==> src/shared/hco_pkg.sv <==
// hco_pkg: constants, types and state enums for the hardware cursor overlay
// assumes: one 50 MHz pixel-pipeline clock, 32-bit wishbone, 21-bit memory
package hco_pkg;
  // register byte offsets
  localparam logic [7:0] HCO_OFS_EXT   = 8'h00;
  localparam logic [7:0] HCO_OFS_CTRL  = 8'h20;
  localparam logic [7:0] HCO_OFS_COLOR = 8'h24;
  localparam logic [7:0] HCO_OFS_POS   = 8'h2c;
  localparam logic [7:0] HCO_OFS_BASE  = 8'h30;
  // field positions
  localparam int HCO_EXT_CUR_BIT   = 1;
  localparam int HCO_CTRL_EN_BIT   = 0;
  localparam int HCO_CTRL_BIG_BIT  = 1;
  localparam int HCO_CTRL_REFB_BIT = 2;
  localparam int HCO_STAT_ROW_BIT  = 8;
  localparam int HCO_STAT_BUSY_BIT = 9;
  localparam int HCO_COL1_LSB      = 16;
  localparam int HCO_POS_Y_LSB     = 16;
  localparam int HCO_COORD_W       = 12;
  localparam int HCO_BASE_W        = 11;
  localparam int HCO_SLOT_SH       = 10;
  localparam int HCO_ADDR_W        = 21;
  // reset values
  localparam logic [15:0] HCO_COLOR_RST = 16'h0000;
  localparam logic [11:0] HCO_POS_RST   = 12'h000;
  localparam logic [10:0] HCO_BASE_RST  = 11'h000;
  // coordinate limits: -2048 is outside the legal range
  localparam logic [11:0] HCO_COORD_BAD = 12'h800;
  localparam logic [11:0] HCO_COORD_MIN = 12'h801;
  // fetch sequencing
  localparam logic [1:0] HCO_LAST_WORD_SMALL = 2'h1;
  localparam logic [1:0] HCO_LAST_WORD_BIG   = 2'h3;

  typedef enum logic {HCO_IDLE, HCO_FETCH} hco_fsm_e;

  // one pixel of the incoming display stream
  typedef struct packed {
    logic        de;
    logic        vid_sel;
    logic [15:0] gfx;
    logic [15:0] vid;
    logic [11:0] x;
  } hco_pix_s;
endpackage : hco_pkg

==> src/core/hco_line_buf.sv <==
// hco_line_buf: one cursor line of interleaved mask/image pattern words
// assumes: written during blanking, read by column during active display
`timescale 1ns/10ps
module hco_line_buf
  import hco_pkg::*;
#(
  parameter int WORDS = 4
) (
  // clock
  input  wire logic        clk_i,
  // write side
  input  wire logic        we_i,
  input  wire logic [1:0]  widx_i,
  input  wire logic [31:0] wdata_i,
  // read side
  input  wire logic [5:0]  col_i,
  output logic             mask_o,
  output logic             img_o
);
  logic [31:0] mem [WORDS];
  logic [31:0] word;
  logic [2:0]  k;

  // storage needs no reset: a line is refetched before it is shown
  always_ff @(posedge clk_i) begin
    if (we_i) begin
      mem[widx_i] <= wdata_i;
    end
  end

  // msb of each byte is the leftmost pixel, low byte pair first
  assign word   = mem[col_i[5:4]];
  assign k      = col_i[2:0];
  assign mask_o = word[{col_i[3], 1'b0, ~k}];
  assign img_o  = word[{col_i[3], 1'b1, ~k}];
endmodule : hco_line_buf

==> src/core/hco_pix_mix.sv <==
// hco_pix_mix: decodes one mask/image bit pair over the underlying pixel
// assumes: purely combinational, caller registers the result
`timescale 1ns/10ps
module hco_pix_mix
  import hco_pkg::*;
(
  // pattern bits
  input  wire logic        mask_i,
  input  wire logic        img_i,
  // colours and background
  input  wire logic [15:0] col0_i,
  input  wire logic [15:0] col1_i,
  input  wire logic [15:0] under_i,
  // result
  output logic [15:0]      pix_o
);
  // colours bypass any palette lookup
  always_comb begin
    case ({mask_i, img_i})
      2'b00:   pix_o = col0_i;
      2'b01:   pix_o = col1_i;
      2'b10:   pix_o = under_i;
      2'b11:   pix_o = ~under_i;
      default: pix_o = under_i;
    endcase
  end
endmodule : hco_pix_mix

==> src/core/hco_cursor.sv <==
// hco_cursor: hardware cursor overlay with wishbone registers
// assumes: line_start_i pulses in blanking before each line, with that
// line's y; memory answers mem_req_o before the first active pixel
//
// The address map and the Wishbone interface to the registers are this design's own decisions.
`timescale 1ns/10ps

module hco_cursor
  import hco_pkg::*;
#(
  parameter logic [11:0] BLANK_X = 12'h010,
  parameter logic [11:0] BLANK_Y = 12'h008
) (
  // clock and reset
  input  wire logic        clk_i,
  input  wire logic        rst_i,
  // wishbone slave
  input  wire logic        wb_cyc_i,
  input  wire logic        wb_stb_i,
  input  wire logic        wb_we_i,
  input  wire logic [7:0]  wb_adr_i,
  input  wire logic [3:0]  wb_sel_i,
  input  wire logic [31:0] wb_dat_i,
  output logic [31:0]      wb_dat_o,
  output logic             wb_ack_o,
  // display memory read port
  output logic             mem_req_o,
  output logic [20:0]      mem_addr_o,
  input  wire logic        mem_ack_i,
  input  wire logic [31:0] mem_dat_i,
  // line timing
  input  wire logic        line_start_i,
  input  wire logic [11:0] line_y_i,
  // pixel stream
  input  wire hco_pix_s    pix_i,
  output logic [15:0]      pix_o,
  output logic             pix_de_o
);
  typedef struct packed {
    logic        ext_en;
    logic        en;
    logic        big;
    logic        ref_blk;
    logic [15:0] col0;
    logic [15:0] col1;
    logic [11:0] px;
    logic [11:0] py;
    logic [10:0] base;
    logic        ack;
    logic [31:0] rdat;
    hco_fsm_e    fsm;
    logic [1:0]  widx;
    logic [5:0]  row;
    logic        row_ok;
    logic [15:0] pix;
    logic        pix_de;
  } hco_state_s;

  hco_state_s q;
  hco_state_s d;

  logic               req;
  logic               cur_sel;
  logic [31:0]        rd_mux;
  logic [31:0]        pos_w;
  logic [31:0]        base_w;
  logic signed [12:0] cx;
  logic signed [12:0] cy;
  logic signed [12:0] dx;
  logic signed [12:0] dy;
  logic               in_x;
  logic               in_y;
  logic               hit;
  logic               pmask;
  logic               pimg;
  logic [15:0]        under;
  logic [15:0]        mixed;
  logic [1:0]         last_w;
  logic [9:0]         slot_ofs;

  // byte-lane merge for partial writes
  function automatic logic [31:0] merge(input logic [31:0] old_v,
                                        input logic [31:0] new_v,
                                        input logic [3:0]  sel);
    logic [31:0] r;
    r = old_v;
    for (int b = 0; b < 4; b++) begin
      if (sel[b]) begin
        r[b*8 +: 8] = new_v[b*8 +: 8];
      end
    end
    return r;
  endfunction : merge

  // bus decode; cursor registers hide while extension enable is clear
  assign req     = wb_cyc_i && wb_stb_i && !q.ack;
  assign cur_sel = q.ext_en;

  // read-back image of the register file
  always_comb begin
    rd_mux = 32'h0000_0000;
    case (wb_adr_i)
      HCO_OFS_EXT: rd_mux[HCO_EXT_CUR_BIT] = q.ext_en;
      HCO_OFS_CTRL: begin
        if (cur_sel) begin
          rd_mux[HCO_CTRL_EN_BIT]   = q.en;
          rd_mux[HCO_CTRL_BIG_BIT]  = q.big;
          rd_mux[HCO_CTRL_REFB_BIT] = q.ref_blk;
          rd_mux[HCO_STAT_ROW_BIT]  = q.row_ok;
          rd_mux[HCO_STAT_BUSY_BIT] = (q.fsm == HCO_FETCH);
        end
      end
      HCO_OFS_COLOR: begin
        if (cur_sel) begin
          rd_mux = {q.col1, q.col0};
        end
      end
      HCO_OFS_POS: begin
        if (cur_sel) begin
          rd_mux = {4'h0, q.py, 4'h0, q.px};
        end
      end
      HCO_OFS_BASE: begin
        if (cur_sel) begin
          rd_mux[HCO_BASE_W-1:0] = q.base;
        end
      end
      default: rd_mux = 32'h0000_0000;
    endcase
  end

  // position write image, built from the current value and byte lanes
  assign pos_w = merge({4'h0, q.py, 4'h0, q.px}, wb_dat_i, wb_sel_i);
  // base write image; a function result cannot be sliced in place
  assign base_w = merge({21'h0, q.base}, wb_dat_i, wb_sel_i);

  // coordinate reference: blank start sits BLANK_X/Y before display enable
  assign cx = $signed({q.px[11], q.px})
            - (q.ref_blk ? $signed({1'b0, BLANK_X}) : 13'sd0);
  assign cy = $signed({q.py[11], q.py})
            - (q.ref_blk ? $signed({1'b0, BLANK_Y}) : 13'sd0);
  assign dy = $signed({1'b0, line_y_i}) - cy;
  assign dx = $signed({1'b0, pix_i.x}) - cx;
  // window test by size; a clear sign bit means on or right of the start
  assign in_y = q.big ? (dy[12:6] == 7'h00)
                      : (dy[12:5] == 8'h00);
  assign in_x = q.big ? (dx[12:6] == 7'h00)
                      : (dx[12:5] == 8'h00);
  // a line still being fetched shows no cursor rather than stale data
  assign hit  = pix_i.de && q.row_ok && in_x
              && (q.fsm == HCO_IDLE);

  // fetch address: slot base, then line stride, then word
  assign last_w   = q.big ? HCO_LAST_WORD_BIG : HCO_LAST_WORD_SMALL;
  assign slot_ofs = q.big ? {q.row, q.widx, 2'b00}
                          : {2'b00, q.row[4:0], q.widx[0], 2'b00};
  assign mem_req_o  = (q.fsm == HCO_FETCH);
  assign mem_addr_o = {q.base, slot_ofs};

  hco_line_buf #(
    .WORDS   (4)
  ) u_line_buf (
    .clk_i   (clk_i),
    .we_i    (mem_req_o && mem_ack_i),
    .widx_i  (q.widx),
    .wdata_i (mem_dat_i),
    .col_i   (dx[5:0]),
    .mask_o  (pmask),
    .img_o   (pimg)
  );

  // underlying pixel is live video or graphics, whichever is shown
  assign under = pix_i.vid_sel ? pix_i.vid : pix_i.gfx;

  hco_pix_mix u_pix_mix (
    .mask_i  (pmask),
    .img_i   (pimg),
    .col0_i  (q.col0),
    .col1_i  (q.col1),
    .under_i (under),
    .pix_o   (mixed)
  );

  // next-state logic for bus, fetch sequencer and pixel output
  always_comb begin
    d     = q;
    d.ack = req;
    if (req) begin
      d.rdat = wb_we_i ? 32'h0000_0000 : rd_mux;
    end
    if (req && wb_we_i) begin
      case (wb_adr_i)
        HCO_OFS_EXT: begin
          if (wb_sel_i[0]) begin
            d.ext_en = wb_dat_i[HCO_EXT_CUR_BIT];
          end
        end
        HCO_OFS_CTRL: begin
          if (cur_sel && wb_sel_i[0]) begin
            d.en      = wb_dat_i[HCO_CTRL_EN_BIT];
            d.big     = wb_dat_i[HCO_CTRL_BIG_BIT];
            d.ref_blk = wb_dat_i[HCO_CTRL_REFB_BIT];
          end
        end
        HCO_OFS_COLOR: begin
          if (cur_sel) begin
            {d.col1, d.col0} = merge({q.col1, q.col0},
                                     wb_dat_i, wb_sel_i);
          end
        end
        HCO_OFS_POS: begin
          if (cur_sel) begin
            d.px = pos_w[HCO_COORD_W-1:0];
            d.py = pos_w[HCO_POS_Y_LSB +: HCO_COORD_W];
            // -2048 saturates to the legal limit
            if (d.px == HCO_COORD_BAD) begin
              d.px = HCO_COORD_MIN;
            end
            if (d.py == HCO_COORD_BAD) begin
              d.py = HCO_COORD_MIN;
            end
          end
        end
        HCO_OFS_BASE: begin
          if (cur_sel) begin
            d.base = base_w[HCO_BASE_W-1:0];
          end
        end
        default: ;
      endcase
    end
    // a line start restarts the fetch only when enabled and the line is in the window, abandoning a late one
    case (q.fsm)
      HCO_IDLE: begin
        if (mem_ack_i) begin
          d.fsm = HCO_IDLE;
        end
      end
      HCO_FETCH: begin
        if (mem_ack_i) begin
          d.widx = q.widx + 2'h1;
          if (q.widx == last_w) begin
            d.fsm = HCO_IDLE;
          end
        end
      end
      default: d.fsm = HCO_IDLE;
    endcase
    if (line_start_i) begin
      d.row_ok = q.en && in_y;
      d.row    = dy[5:0];
      d.widx   = 2'h0;
      d.fsm    = (q.en && in_y) ? HCO_FETCH : HCO_IDLE;
    end
    d.pix    = hit ? mixed : under;
    d.pix_de = pix_i.de;
  end

  // single state register
  always_ff @(posedge clk_i) begin
    if (rst_i) begin
      q        <= '0;
      q.col0   <= HCO_COLOR_RST;
      q.col1   <= HCO_COLOR_RST;
      q.px     <= HCO_POS_RST;
      q.py     <= HCO_POS_RST;
      q.base   <= HCO_BASE_RST;
      q.fsm    <= HCO_IDLE;
    end else begin
      q <= d;
    end
  end

  assign wb_ack_o = q.ack;
  assign wb_dat_o = q.rdat;
  assign pix_o    = q.pix;
  assign pix_de_o = q.pix_de;

  // ack lasts exactly one cycle, one edge after the request
  a_ack_one_cycle: assert property (@(posedge clk_i) disable iff (rst_i)
    wb_ack_o |=> !wb_ack_o) else $error("ack held too long");
  a_ack_after_req: assert property (@(posedge clk_i) disable iff (rst_i)
    (wb_cyc_i && wb_stb_i && !wb_ack_o) |=> wb_ack_o)
    else $error("request not acked");
  // locked colour register reads zero; locked cursor registers ignore writes
  a_lock_read_zero: assert property (@(posedge clk_i) disable iff (rst_i)
    (req && !wb_we_i && !q.ext_en && wb_adr_i == HCO_OFS_COLOR)
    |=> wb_dat_o == 32'h0000_0000) else $error("locked read leaked");
  a_lock_no_write: assert property (@(posedge clk_i) disable iff (rst_i)
    (req && wb_we_i && !q.ext_en) |=> $stable({q.col0, q.col1, q.base,
    q.px, q.py, q.en, q.big})) else $error("locked write took");
  a_pos_in_range: assert property (@(posedge clk_i) disable iff (rst_i)
    q.px != HCO_COORD_BAD && q.py != HCO_COORD_BAD)
    else $error("coordinate out of range");
  a_fetch_in_slot: assert property (@(posedge clk_i) disable iff (rst_i)
    (mem_req_o && !q.big) |-> (mem_addr_o[9:8] == 2'b00
    && mem_addr_o[7:3] == q.row[4:0])) else $error("small fetch stray");
  a_fetch_words: assert property (@(posedge clk_i) disable iff (rst_i)
    (mem_req_o && mem_ack_i && q.widx == last_w && !line_start_i)
    |=> !mem_req_o) else $error("fetch word count wrong");
  a_mix_colour0: assert property (@(posedge clk_i) disable iff (rst_i)
    (hit && !pmask && !pimg) |=> pix_o == $past(q.col0))
    else $error("colour 0 not shown");
  a_pass_offscreen: assert property (@(posedge clk_i) disable iff (rst_i)
    !hit |=> pix_o == $past(under))
    else $error("cursor outside its window");
endmodule : hco_cursor

==> config.mk <==
export PLATFORM = sky130hd
export DESIGN_NAME = hco_cursor
export DESIGN_NICKNAME = d
export VERILOG_FILES = /design/src/shared/hco_pkg.sv /design/src/core/hco_line_buf.sv /design/src/core/hco_pix_mix.sv /design/src/core/hco_cursor.sv
export SDC_FILE = /design/constraint.sdc
export NUM_CORES = 1
export LEC_CHECK = 0
export BUFFER_PORTS_ARGS = -buffer_cell sky130_fd_sc_hd__buf_2
export CAP_MARGIN = 20
export CORE_MARGIN = 1.5
export CORE_UTILIZATION = 30
export CTS_BUF_LIST = sky130_fd_sc_hd__clkbuf_16
export CTS_CLUSTER_DIAMETER = 200
export DETAILED_ROUTE_END_ITERATION = 8
export GPL_TIMING_DRIVEN = 1
export PLACE_DENSITY = 0.56
export SYNTH_ARGS = -nofsm -noshare
export SYNTH_HDL_FRONTEND = slang
export SYNTH_HIERARCHICAL = 1
export SYNTH_SLANG_ARGS = --single-unit
==> constraint.sdc <==
create_clock -name clk_i -period 6.2 [get_ports clk_i]
set_input_delay 0.93 -clock clk_i [delete_from_list [all_inputs] [get_ports clk_i]]
set_output_delay 0.93 -clock clk_i [all_outputs]
set_load 0.02 [all_outputs]
==> impl_metrics.xml, run 1 <==
<?xml version="1.0" encoding="UTF-8"?>
<metrics>
  <group name="outcome">
    <metric name="outcome" unit="">finished, final reports clean</metric>
  </group>
  <group name="pwr">
    <metric name="p_leak" unit="uW">0.006014</metric>
    <metric name="sequential_power_share" unit="">0.450</metric>
    <metric name="combinationalPowerShare" unit="">0.158</metric>
    <metric name="pwr-share-clk" unit="">0.392</metric>
    <metric name="power_report.internal_total" unit="uW">2961</metric>
    <metric name="vdd_drop_max" unit="mV">0.2527</metric>
    <metric name="powerDensity" unit="nW/um^2">268.2</metric>
    <metric name="netSwitchingPower" unit="uW">1062</metric>
    <metric name="switching_share" unit="">0.2640</metric>
    <metric name="finalPower" unit="uW">4022</metric>
  </group>
  <group name="route">
    <metric name="avgRoutedWirePerCell" unit="um">18.87</metric>
    <metric name="avgViaCountPerCell" unit="">4.939</metric>
    <metric name="drtAntennaViolNets" unit="">0</metric>
    <metric name="drc" unit="">0</metric>
    <metric name="firstDrtPassIters" unit="">7</metric>
    <metric name="routed_wirelength" unit="um">35670</metric>
    <metric name="detail_route.iter0.violations" unit="">605</metric>
    <metric name="via_count" unit="">9335</metric>
  </group>
  <group name="synthesis">
    <metric name="async_flop_share" unit="">0</metric>
    <metric name="synthesis.instances" unit="">1152</metric>
    <metric name="ys_ff_latch" unit="">259</metric>
    <metric name="syn-cell-area" unit="um^2">12950</metric>
    <metric name="synthesis.area_per_instance" unit="um^2">11.25</metric>
    <metric name="yosys.cell_types.count" unit="">72</metric>
    <metric name="synthesis.yosys.warnings" unit="">6</metric>
    <metric name="synth_enable_flop_cells" unit="">128</metric>
    <metric name="synth_sequential_area_ratio" unit="">0.4991</metric>
    <metric name="synth_flop_cell" unit="">dfxtp_1</metric>
  </group>
  <group name="critical_path">
    <metric name="timing.critical_path.cells" unit="">fa_1, ha_1, a21o_1, a31o_2, xnor2_1, inv_1, mux4_1, mux4_2, and3_1, a211o_2, nor2b_1, a211oi_2, a21oi_1, nand2_1, mux2i_1</metric>
    <metric name="timing.critical_path.from_type" unit="">flop</metric>
    <metric name="crit_path_end_kind" unit="">flop</metric>
    <metric name="worst-endpoint-required" unit="ns">6.68</metric>
    <metric name="slowest_cp_cell" unit="">a211o_2</metric>
    <metric name="worstSetupPathType" unit="">reg -&gt; reg</metric>
    <metric name="cp_data_arrival_time" unit="ns">5.46</metric>
    <metric name="critical_path.max_stage_delay" unit="ns">0.63</metric>
    <metric name="critical_path_peak_fanout" unit="">64</metric>
    <metric name="r2r.worst_path.cells" unit="">15</metric>
  </group>
  <group name="clock_network">
    <metric name="path_clk_slew" unit="ns">0.06</metric>
    <metric name="cts_buffers" unit="">29</metric>
    <metric name="cts-htree-levels" unit="">1</metric>
    <metric name="cts_repair_resizes" unit="">0</metric>
    <metric name="cts_post_setup_buffers_inserted" unit="">0</metric>
    <metric name="max-clock-path-buffers" unit="">3</metric>
    <metric name="insertion_delay" unit="ns">0.55</metric>
    <metric name="cts-root-buf" unit="">clkbuf_16</metric>
    <metric name="clock_tree_from_tritoncts" unit="">built</metric>
    <metric name="cts.sinks" unit="">259</metric>
    <metric name="ctsHoldBuffers" unit="">0</metric>
  </group>
  <group name="hold_path">
    <metric name="timing.hold.worst_path_depth" unit="">2</metric>
    <metric name="min_path_type" unit="">reg -&gt; reg</metric>
  </group>
  <group name="layout">
    <metric name="area_growth" unit="%">15.77</metric>
    <metric name="mostFrequentLayoutCells" unit="">buf_2, dfxtp_1, edfxtp_1</metric>
    <metric name="finalNetCount" unit="">1477</metric>
    <metric name="finalCoreUtilization" unit="">0.3544</metric>
    <metric name="fraction_of_layout_instances_using_a_drive_strength_above_1" unit="">0.2555</metric>
    <metric name="layout.cells.most_common" unit="">buf_2</metric>
    <metric name="final_cell_count_without_fillers" unit="">1890</metric>
  </group>
  <group name="placed_design">
    <metric name="place_congestion" unit="">0.8618</metric>
    <metric name="dp_hpwl" unit="um">25970</metric>
    <metric name="pre_cts_slack" unit="ns">0.6454</metric>
    <metric name="place.port_buffers" unit="">210</metric>
    <metric name="placed_cells_incl_taps" unit="">1832</metric>
  </group>
  <group name="die">
    <metric name="floorplan.initialDensity" unit="">0.3061</metric>
    <metric name="floorplan.die.height" unit="um">210.8</metric>
    <metric name="die_w" unit="um">210.8</metric>
    <metric name="core_region_area" unit="um^2">42320</metric>
    <metric name="floorplan.io_pins" unit="">213</metric>
    <metric name="fp.dieArea" unit="um^2">44440</metric>
    <metric name="floorplan.rows" unit="">75</metric>
  </group>
  <group name="sta">
    <metric name="tightestPinTransition" unit="ns">1.008</metric>
    <metric name="drv_slew" unit="">0</metric>
    <metric name="worst_rel_slew_slack" unit="">0.3278</metric>
    <metric name="finalWorstSetupSlack" unit="ns">1.220</metric>
    <metric name="finalHoldViolCount" unit="">0</metric>
    <metric name="min_period" unit="ns">4.980</metric>
    <metric name="setup_violating_endpoint_count_in_the_final_report" unit="">0</metric>
    <metric name="fin_tns_setup" unit="ns">0</metric>
    <metric name="rsz0062_at_grt" unit="">false</metric>
    <metric name="max_clock_freq" unit="MHz">200.8</metric>
    <metric name="worst_clock_skew" unit="ns">0.01015</metric>
    <metric name="final_min_period_over_clock_period" unit="">0.8032</metric>
  </group>
  <group name="flow_run">
    <metric name="maxCapViolCount" unit="">0</metric>
  </group>
  <group name="global_routing">
    <metric name="global_route.usage.total" unit="">0.1568</metric>
    <metric name="global_route_wire_length_before_repair" unit="um">53360</metric>
    <metric name="gr-total-overflow" unit="">0</metric>
    <metric name="grt_antenna_before_repair" unit="">5</metric>
    <metric name="first_global_vias" unit="">8805</metric>
    <metric name="grt_start_max_net_pins" unit="">91</metric>
  </group>
</metrics>
## through the flow
stage | hold WS (ns) | area (um^2)
floorplan | 0.4323 | 12960
global placement | 0.4506 | 14090
detailed placement | 0.4558 | 14090
CTS | 0.4690 | 14960
global route | 0.4958 | 15000
finish | 0.4570 | 15000
## power groups by stage
stage	sequential (uW)	clock (uW)	combinational, uW
after floorplan	1850	0	494
after global routing	1810	1680	710
after global placement	1850	0	625
final	1810	1580	638
after CTS	1810	1620	639
after detailed placement	1850	0	635
## routing by layer
layer,track usage,wire length [um],up-vias,part of all wire
li1,-,-,4478,-
met1,0.2070,15910,4475,0.45
met2,0.2561,16310,311,0.46
met3,0.03390,2280,65,0.064
met4,0.05000,1134,6,0.032
met5,0,37,-,0.0010
## path summary, 6_finish.rpt
check / start / endpoint / slack, ns
worst min register to register: wb_dat_o[1] / wb_dat_o[1] / 0.46
worst min-delay path: wb_dat_o[1] / wb_dat_o[1] / 0.46
worst max-delay path: q[127] / pix_o[11] / 1.22
worst max register to register: q[127] / pix_o[11] / 1.22
## worst max-delay path: cells and delay by family (launching register included)
kind	cells	cell delay (ns)
AO/OA/AOI/OAI	5	1.32
multiplexers	3	1.23
adder cells (fa/ha/maj)	2	0.85
AND/OR/NAND/NOR	3	0.58
flip-flops	1	0.50
buffers and inverters	1	0.23
XOR/XNOR	1	0.15
## cells by family (layout without fill, tap and decap cells)
| group | after synthesis | in the layout | synth area share |
|---|---|---|---|
| simple gates | 311 | 311 | 0.1112 |
| compound gates | 206 | 206 | 0.1107 |
| flops | 259 | 259 | 0.4991 |
| buf+inv | 167 | 325 | 0.07253 |
| fa+ha+maj | 48 | 48 | 0.04868 |
| other cells | 1 | 4 | 0.0002895 |
| mux | 150 | 150 | 0.1508 |
| xor+xnor | 10 | 10 | 0.006761 |
## layout make-up
type	instances	area, um^2
inverter	45	168.9
sequential	259	6466
tap	577	721.9
fill	4246	27320
antenna	2	5.005
clock inverter	25	142.6
multi-input combinational	727	5577
clock buffer	29	725.7
timing repair buffer	226	1191
## registers in the layout (all words and copies together), names as in the netlist
signal,flops
pix_o,16
u_line_buf/mem,128
mem_addr_o,11
mem_req_o,1
q,68
cur_sel,1
pix_de_o,1
wb_ack_o,1
wb_dat_o,32
## Yosys cell counts, types with 22 or more instances
cell	count	share of area
ha_1	44	0.042
mux2_2	22	0.019
o21ai_0	24	0.0093
nor2_1	109	0.032
edfxtp_1	128	0.30
inv_1	45	0.013
mux2i_1	95	0.073
dfxtp_1	131	0.20
clkbuf_1	42	0.012
buf_4	63	0.037
a22oi_1	25	0.014
mux4_2	30	0.052
a21oi_1	52	0.020
nand2_1	96	0.028
Power figures use the tool's default switching activity.
==> inputs of run 2 (changes only) <==
- clock period: 6.2 -> 5.2 ns (I/O delays scaled with it)
==> run 2 against run 1 <==
Effect of this change:
- critical endpoint is now pix_o[6]
- critical path depth rose by 1
- via count decreased by 0.65%
- die area did not move
- maximum frequency increased by 9.4%
- cell count rose by 0.42%
- setup slack got worse by 0.57 ns
- worst hold slack worse by 0.028 ns
- combinational power up 22%
==> impl_metrics.xml, run 2 (synthesis gave the netlist of run 1 again) <==
<?xml version="1.0" encoding="UTF-8"?>
<metrics>
  <group name="sta">
    <metric name="drv_slew" unit="">0</metric>
    <metric name="final_min_period_over_clock_period" unit="">0.8753</metric>
    <metric name="tightestPinTransition" unit="ns">0.8707</metric>
    <metric name="finalHoldViolCount" unit="">0</metric>
    <metric name="min_period" unit="ns">4.551</metric>
    <metric name="fin_tns_setup" unit="ns">0</metric>
    <metric name="worst_rel_slew_slack" unit="">0.4196</metric>
    <metric name="max_clock_freq" unit="MHz">219.7</metric>
    <metric name="setup_violating_endpoint_count_in_the_final_report" unit="">0</metric>
    <metric name="worst_clock_skew" unit="ns">0.01260</metric>
    <metric name="rsz0062_at_grt" unit="">false</metric>
  </group>
  <group name="critical_path">
    <metric name="crit_path_end_kind" unit="">flop</metric>
    <metric name="critical_path.max_stage_delay" unit="ns">0.57</metric>
    <metric name="worstSetupPathType" unit="">reg -&gt; reg</metric>
    <metric name="timing.critical_path.cells" unit="">fa_1, ha_1, a21o_1, a31o_2, xnor2_1, inv_1, mux4_1, mux4_2, and3_1, a211o_2, buf_12, nor2b_1, a211oi_1, a21oi_1, nand2_1, mux2i_1</metric>
    <metric name="slowest_cp_cell" unit="">mux4_1</metric>
    <metric name="cp.buffers_inverters" unit="">2</metric>
    <metric name="critical_path_depth" unit="">16</metric>
    <metric name="critical_path_peak_fanout" unit="">64</metric>
    <metric name="worst-endpoint-required" unit="ns">5.68</metric>
    <metric name="timing.critical_path.from_type" unit="">flop</metric>
    <metric name="r2r.worst_path.cells" unit="">16</metric>
    <metric name="cp_data_arrival_time" unit="ns">5.03</metric>
    <metric name="cp_top_family" unit="">multiplexers</metric>
  </group>
  <group name="global_routing">
    <metric name="global_route_wire_length_before_repair" unit="um">53010</metric>
    <metric name="first_global_vias" unit="">8788</metric>
    <metric name="gr-total-overflow" unit="">0</metric>
    <metric name="grt_start_max_net_pins" unit="">81</metric>
    <metric name="global_route.usage.total" unit="">0.1563</metric>
    <metric name="grt_antenna_before_repair" unit="">6</metric>
  </group>
  <group name="clock_network">
    <metric name="ctsHoldBuffers" unit="">0</metric>
    <metric name="cts-root-buf" unit="">clkbuf_16</metric>
    <metric name="cts-htree-levels" unit="">1</metric>
    <metric name="cts_repair_resizes" unit="">0</metric>
    <metric name="clock_tree_from_tritoncts" unit="">built</metric>
    <metric name="max-clock-path-buffers" unit="">3</metric>
    <metric name="insertion_delay" unit="ns">0.56</metric>
    <metric name="cts_buffers" unit="">30</metric>
    <metric name="cts_post_setup_buffers_inserted" unit="">0</metric>
    <metric name="cts.sinks" unit="">259</metric>
    <metric name="path_clk_slew" unit="ns">0.06</metric>
  </group>
  <group name="die">
    <metric name="floorplan.initialDensity" unit="">0.3061</metric>
    <metric name="floorplan.io_pins" unit="">213</metric>
    <metric name="core_region_area" unit="um^2">42320</metric>
    <metric name="floorplan.die.height" unit="um">210.8</metric>
    <metric name="fp.dieArea" unit="um^2">44440</metric>
    <metric name="die_w" unit="um">210.8</metric>
    <metric name="floorplan.rows" unit="">75</metric>
  </group>
  <group name="placed_design">
    <metric name="placed_area" unit="um^2">14150</metric>
    <metric name="place.port_buffers" unit="">210</metric>
    <metric name="dp_hpwl" unit="um">26000</metric>
    <metric name="place_congestion" unit="">0.8345</metric>
  </group>
  <group name="layout">
    <metric name="area_growth" unit="%">17.11</metric>
    <metric name="register_containing_the_most_flip_flops_in_the_final_layout" unit="">u_line_buf/mem</metric>
    <metric name="multi_input_area" unit="um^2">5577</metric>
    <metric name="mostFrequentLayoutCells" unit="">buf_2, dfxtp_1, edfxtp_1</metric>
    <metric name="fill_cells" unit="">4241</metric>
    <metric name="finalNetCount" unit="">1482</metric>
    <metric name="layout.cell_area.non_filler" unit="um^2">15170</metric>
    <metric name="fraction_of_layout_instances_using_a_drive_strength_above_1" unit="">0.2650</metric>
    <metric name="largest_register_ffs" unit="">128</metric>
    <metric name="finalCoreUtilization" unit="">0.3585</metric>
    <metric name="area.sequential" unit="um^2">6466</metric>
    <metric name="layout.cells.most_common" unit="">buf_2</metric>
  </group>
  <group name="pwr">
    <metric name="p_leak" unit="uW">0.006091</metric>
    <metric name="powerDensity" unit="nW/um^2">330.0</metric>
    <metric name="vdd_drop_max" unit="mV">0.2855</metric>
  </group>
  <group name="route">
    <metric name="drc" unit="">0</metric>
    <metric name="drtAntennaViolNets" unit="">0</metric>
    <metric name="avgRoutedWirePerCell" unit="um">18.73</metric>
    <metric name="via_count" unit="">9274</metric>
    <metric name="firstDrtPassIters" unit="">5</metric>
    <metric name="routed_wirelength" unit="um">35560</metric>
    <metric name="detail_route.iter0.violations" unit="">625</metric>
    <metric name="avgViaCountPerCell" unit="">4.886</metric>
  </group>
  <group name="outcome">
    <metric name="outcome" unit="">finished, final reports clean</metric>
  </group>
  <group name="hold_path">
    <metric name="timing.hold.worst_path_depth" unit="">1</metric>
    <metric name="min_path_type" unit="">in -&gt; reg</metric>
  </group>
  <group name="flow_run">
    <metric name="maxCapViolCount" unit="">0</metric>
  </group>
</metrics>
[run 2: cell count changes in the layout (fill, tap and decap cells not counted), sizes merged]
cell | before | now
buf | 225 | 229
clkbuf | 30 | 32
diode | 2 | 4
inv | 56 | 50
bufinv | 1 | 3
clkinv | 11 | 15
[run 2: through the flow]
step / hold WS, ns / power [uW] / instances / worst slack [ns]
finish: 0.4291 / 5006 / 1898 / 0.6486
detailed placement: 0.4519 / 2981 / 1836 / 0.1977
global route: 0.4137 / 5216 / 1894 / 0.2872
CTS: 0.4104 / 5064 / 1892 / 0.5239
global placement: 0.4472 / 2965 / 1836 / 0.3094
floorplan: 0.4323 / 2789 / 1153 / 0.5600
[run 2: layout make-up]
| cell class | instances | area share |
|---|---|---|
| clock inverters | 25 | 0.01361 |
| repair buffers | 230 | 0.08214 |
| clock buffers | 31 | 0.05113 |
| inverters | 45 | 0.01113 |
| multi-input cells | 727 | 0.3676 |
| well taps | 577 | 0.04758 |
| flip-flops and latches | 259 | 0.4262 |
| diodes | 4 | 0.0006597 |
[run 2: worst paths after layout]
kind	startpoint	to	slack, ns
worst max-delay path	q[127]	pix_o[6]	0.65
worst min-delay path	mem_dat_i[8]	u_line_buf/mem[3][8]	0.43
worst max register to register	q[127]	pix_o[6]	0.65
worst min register to register	wb_dat_o[1]	wb_dat_o[1]	0.46
[run 2: report_power, final]
part	internal (uW)	switching [uW]	leakage (uW)	total (uW)
clock	1230	846	0.000504	2070
combinational	336	440	0.00338	776
sequential	2150	6.10	0.00221	2160
[run 2: worst reg2reg max path, cell delays in order, from the launching register on]
cell	delay [ns]
dfxtp_1	0.51
fa_1	0.48
ha_1	0.38
a21o_1	0.22
a31o_2	0.22
xnor2_1	0.15
inv_1	0.21
mux4_1	0.57
mux4_2	0.48
and3_1	0.19
a211o_2	0.29
buf_12	0.19
nor2b_1	0.18
a211oi_1	0.06
a21oi_1	0.15
nand2_1	0.07
mux2i_1	0.13
[run 2: layer usage]
layer	routed length (um)	GRT usage	up-vias
li1	-	-	4487
met1	15520	0.2058	4441
met2	16840	0.2605	280
met3	2272	0.03330	60
met4	888	0.04089	6
met5	31	0	-
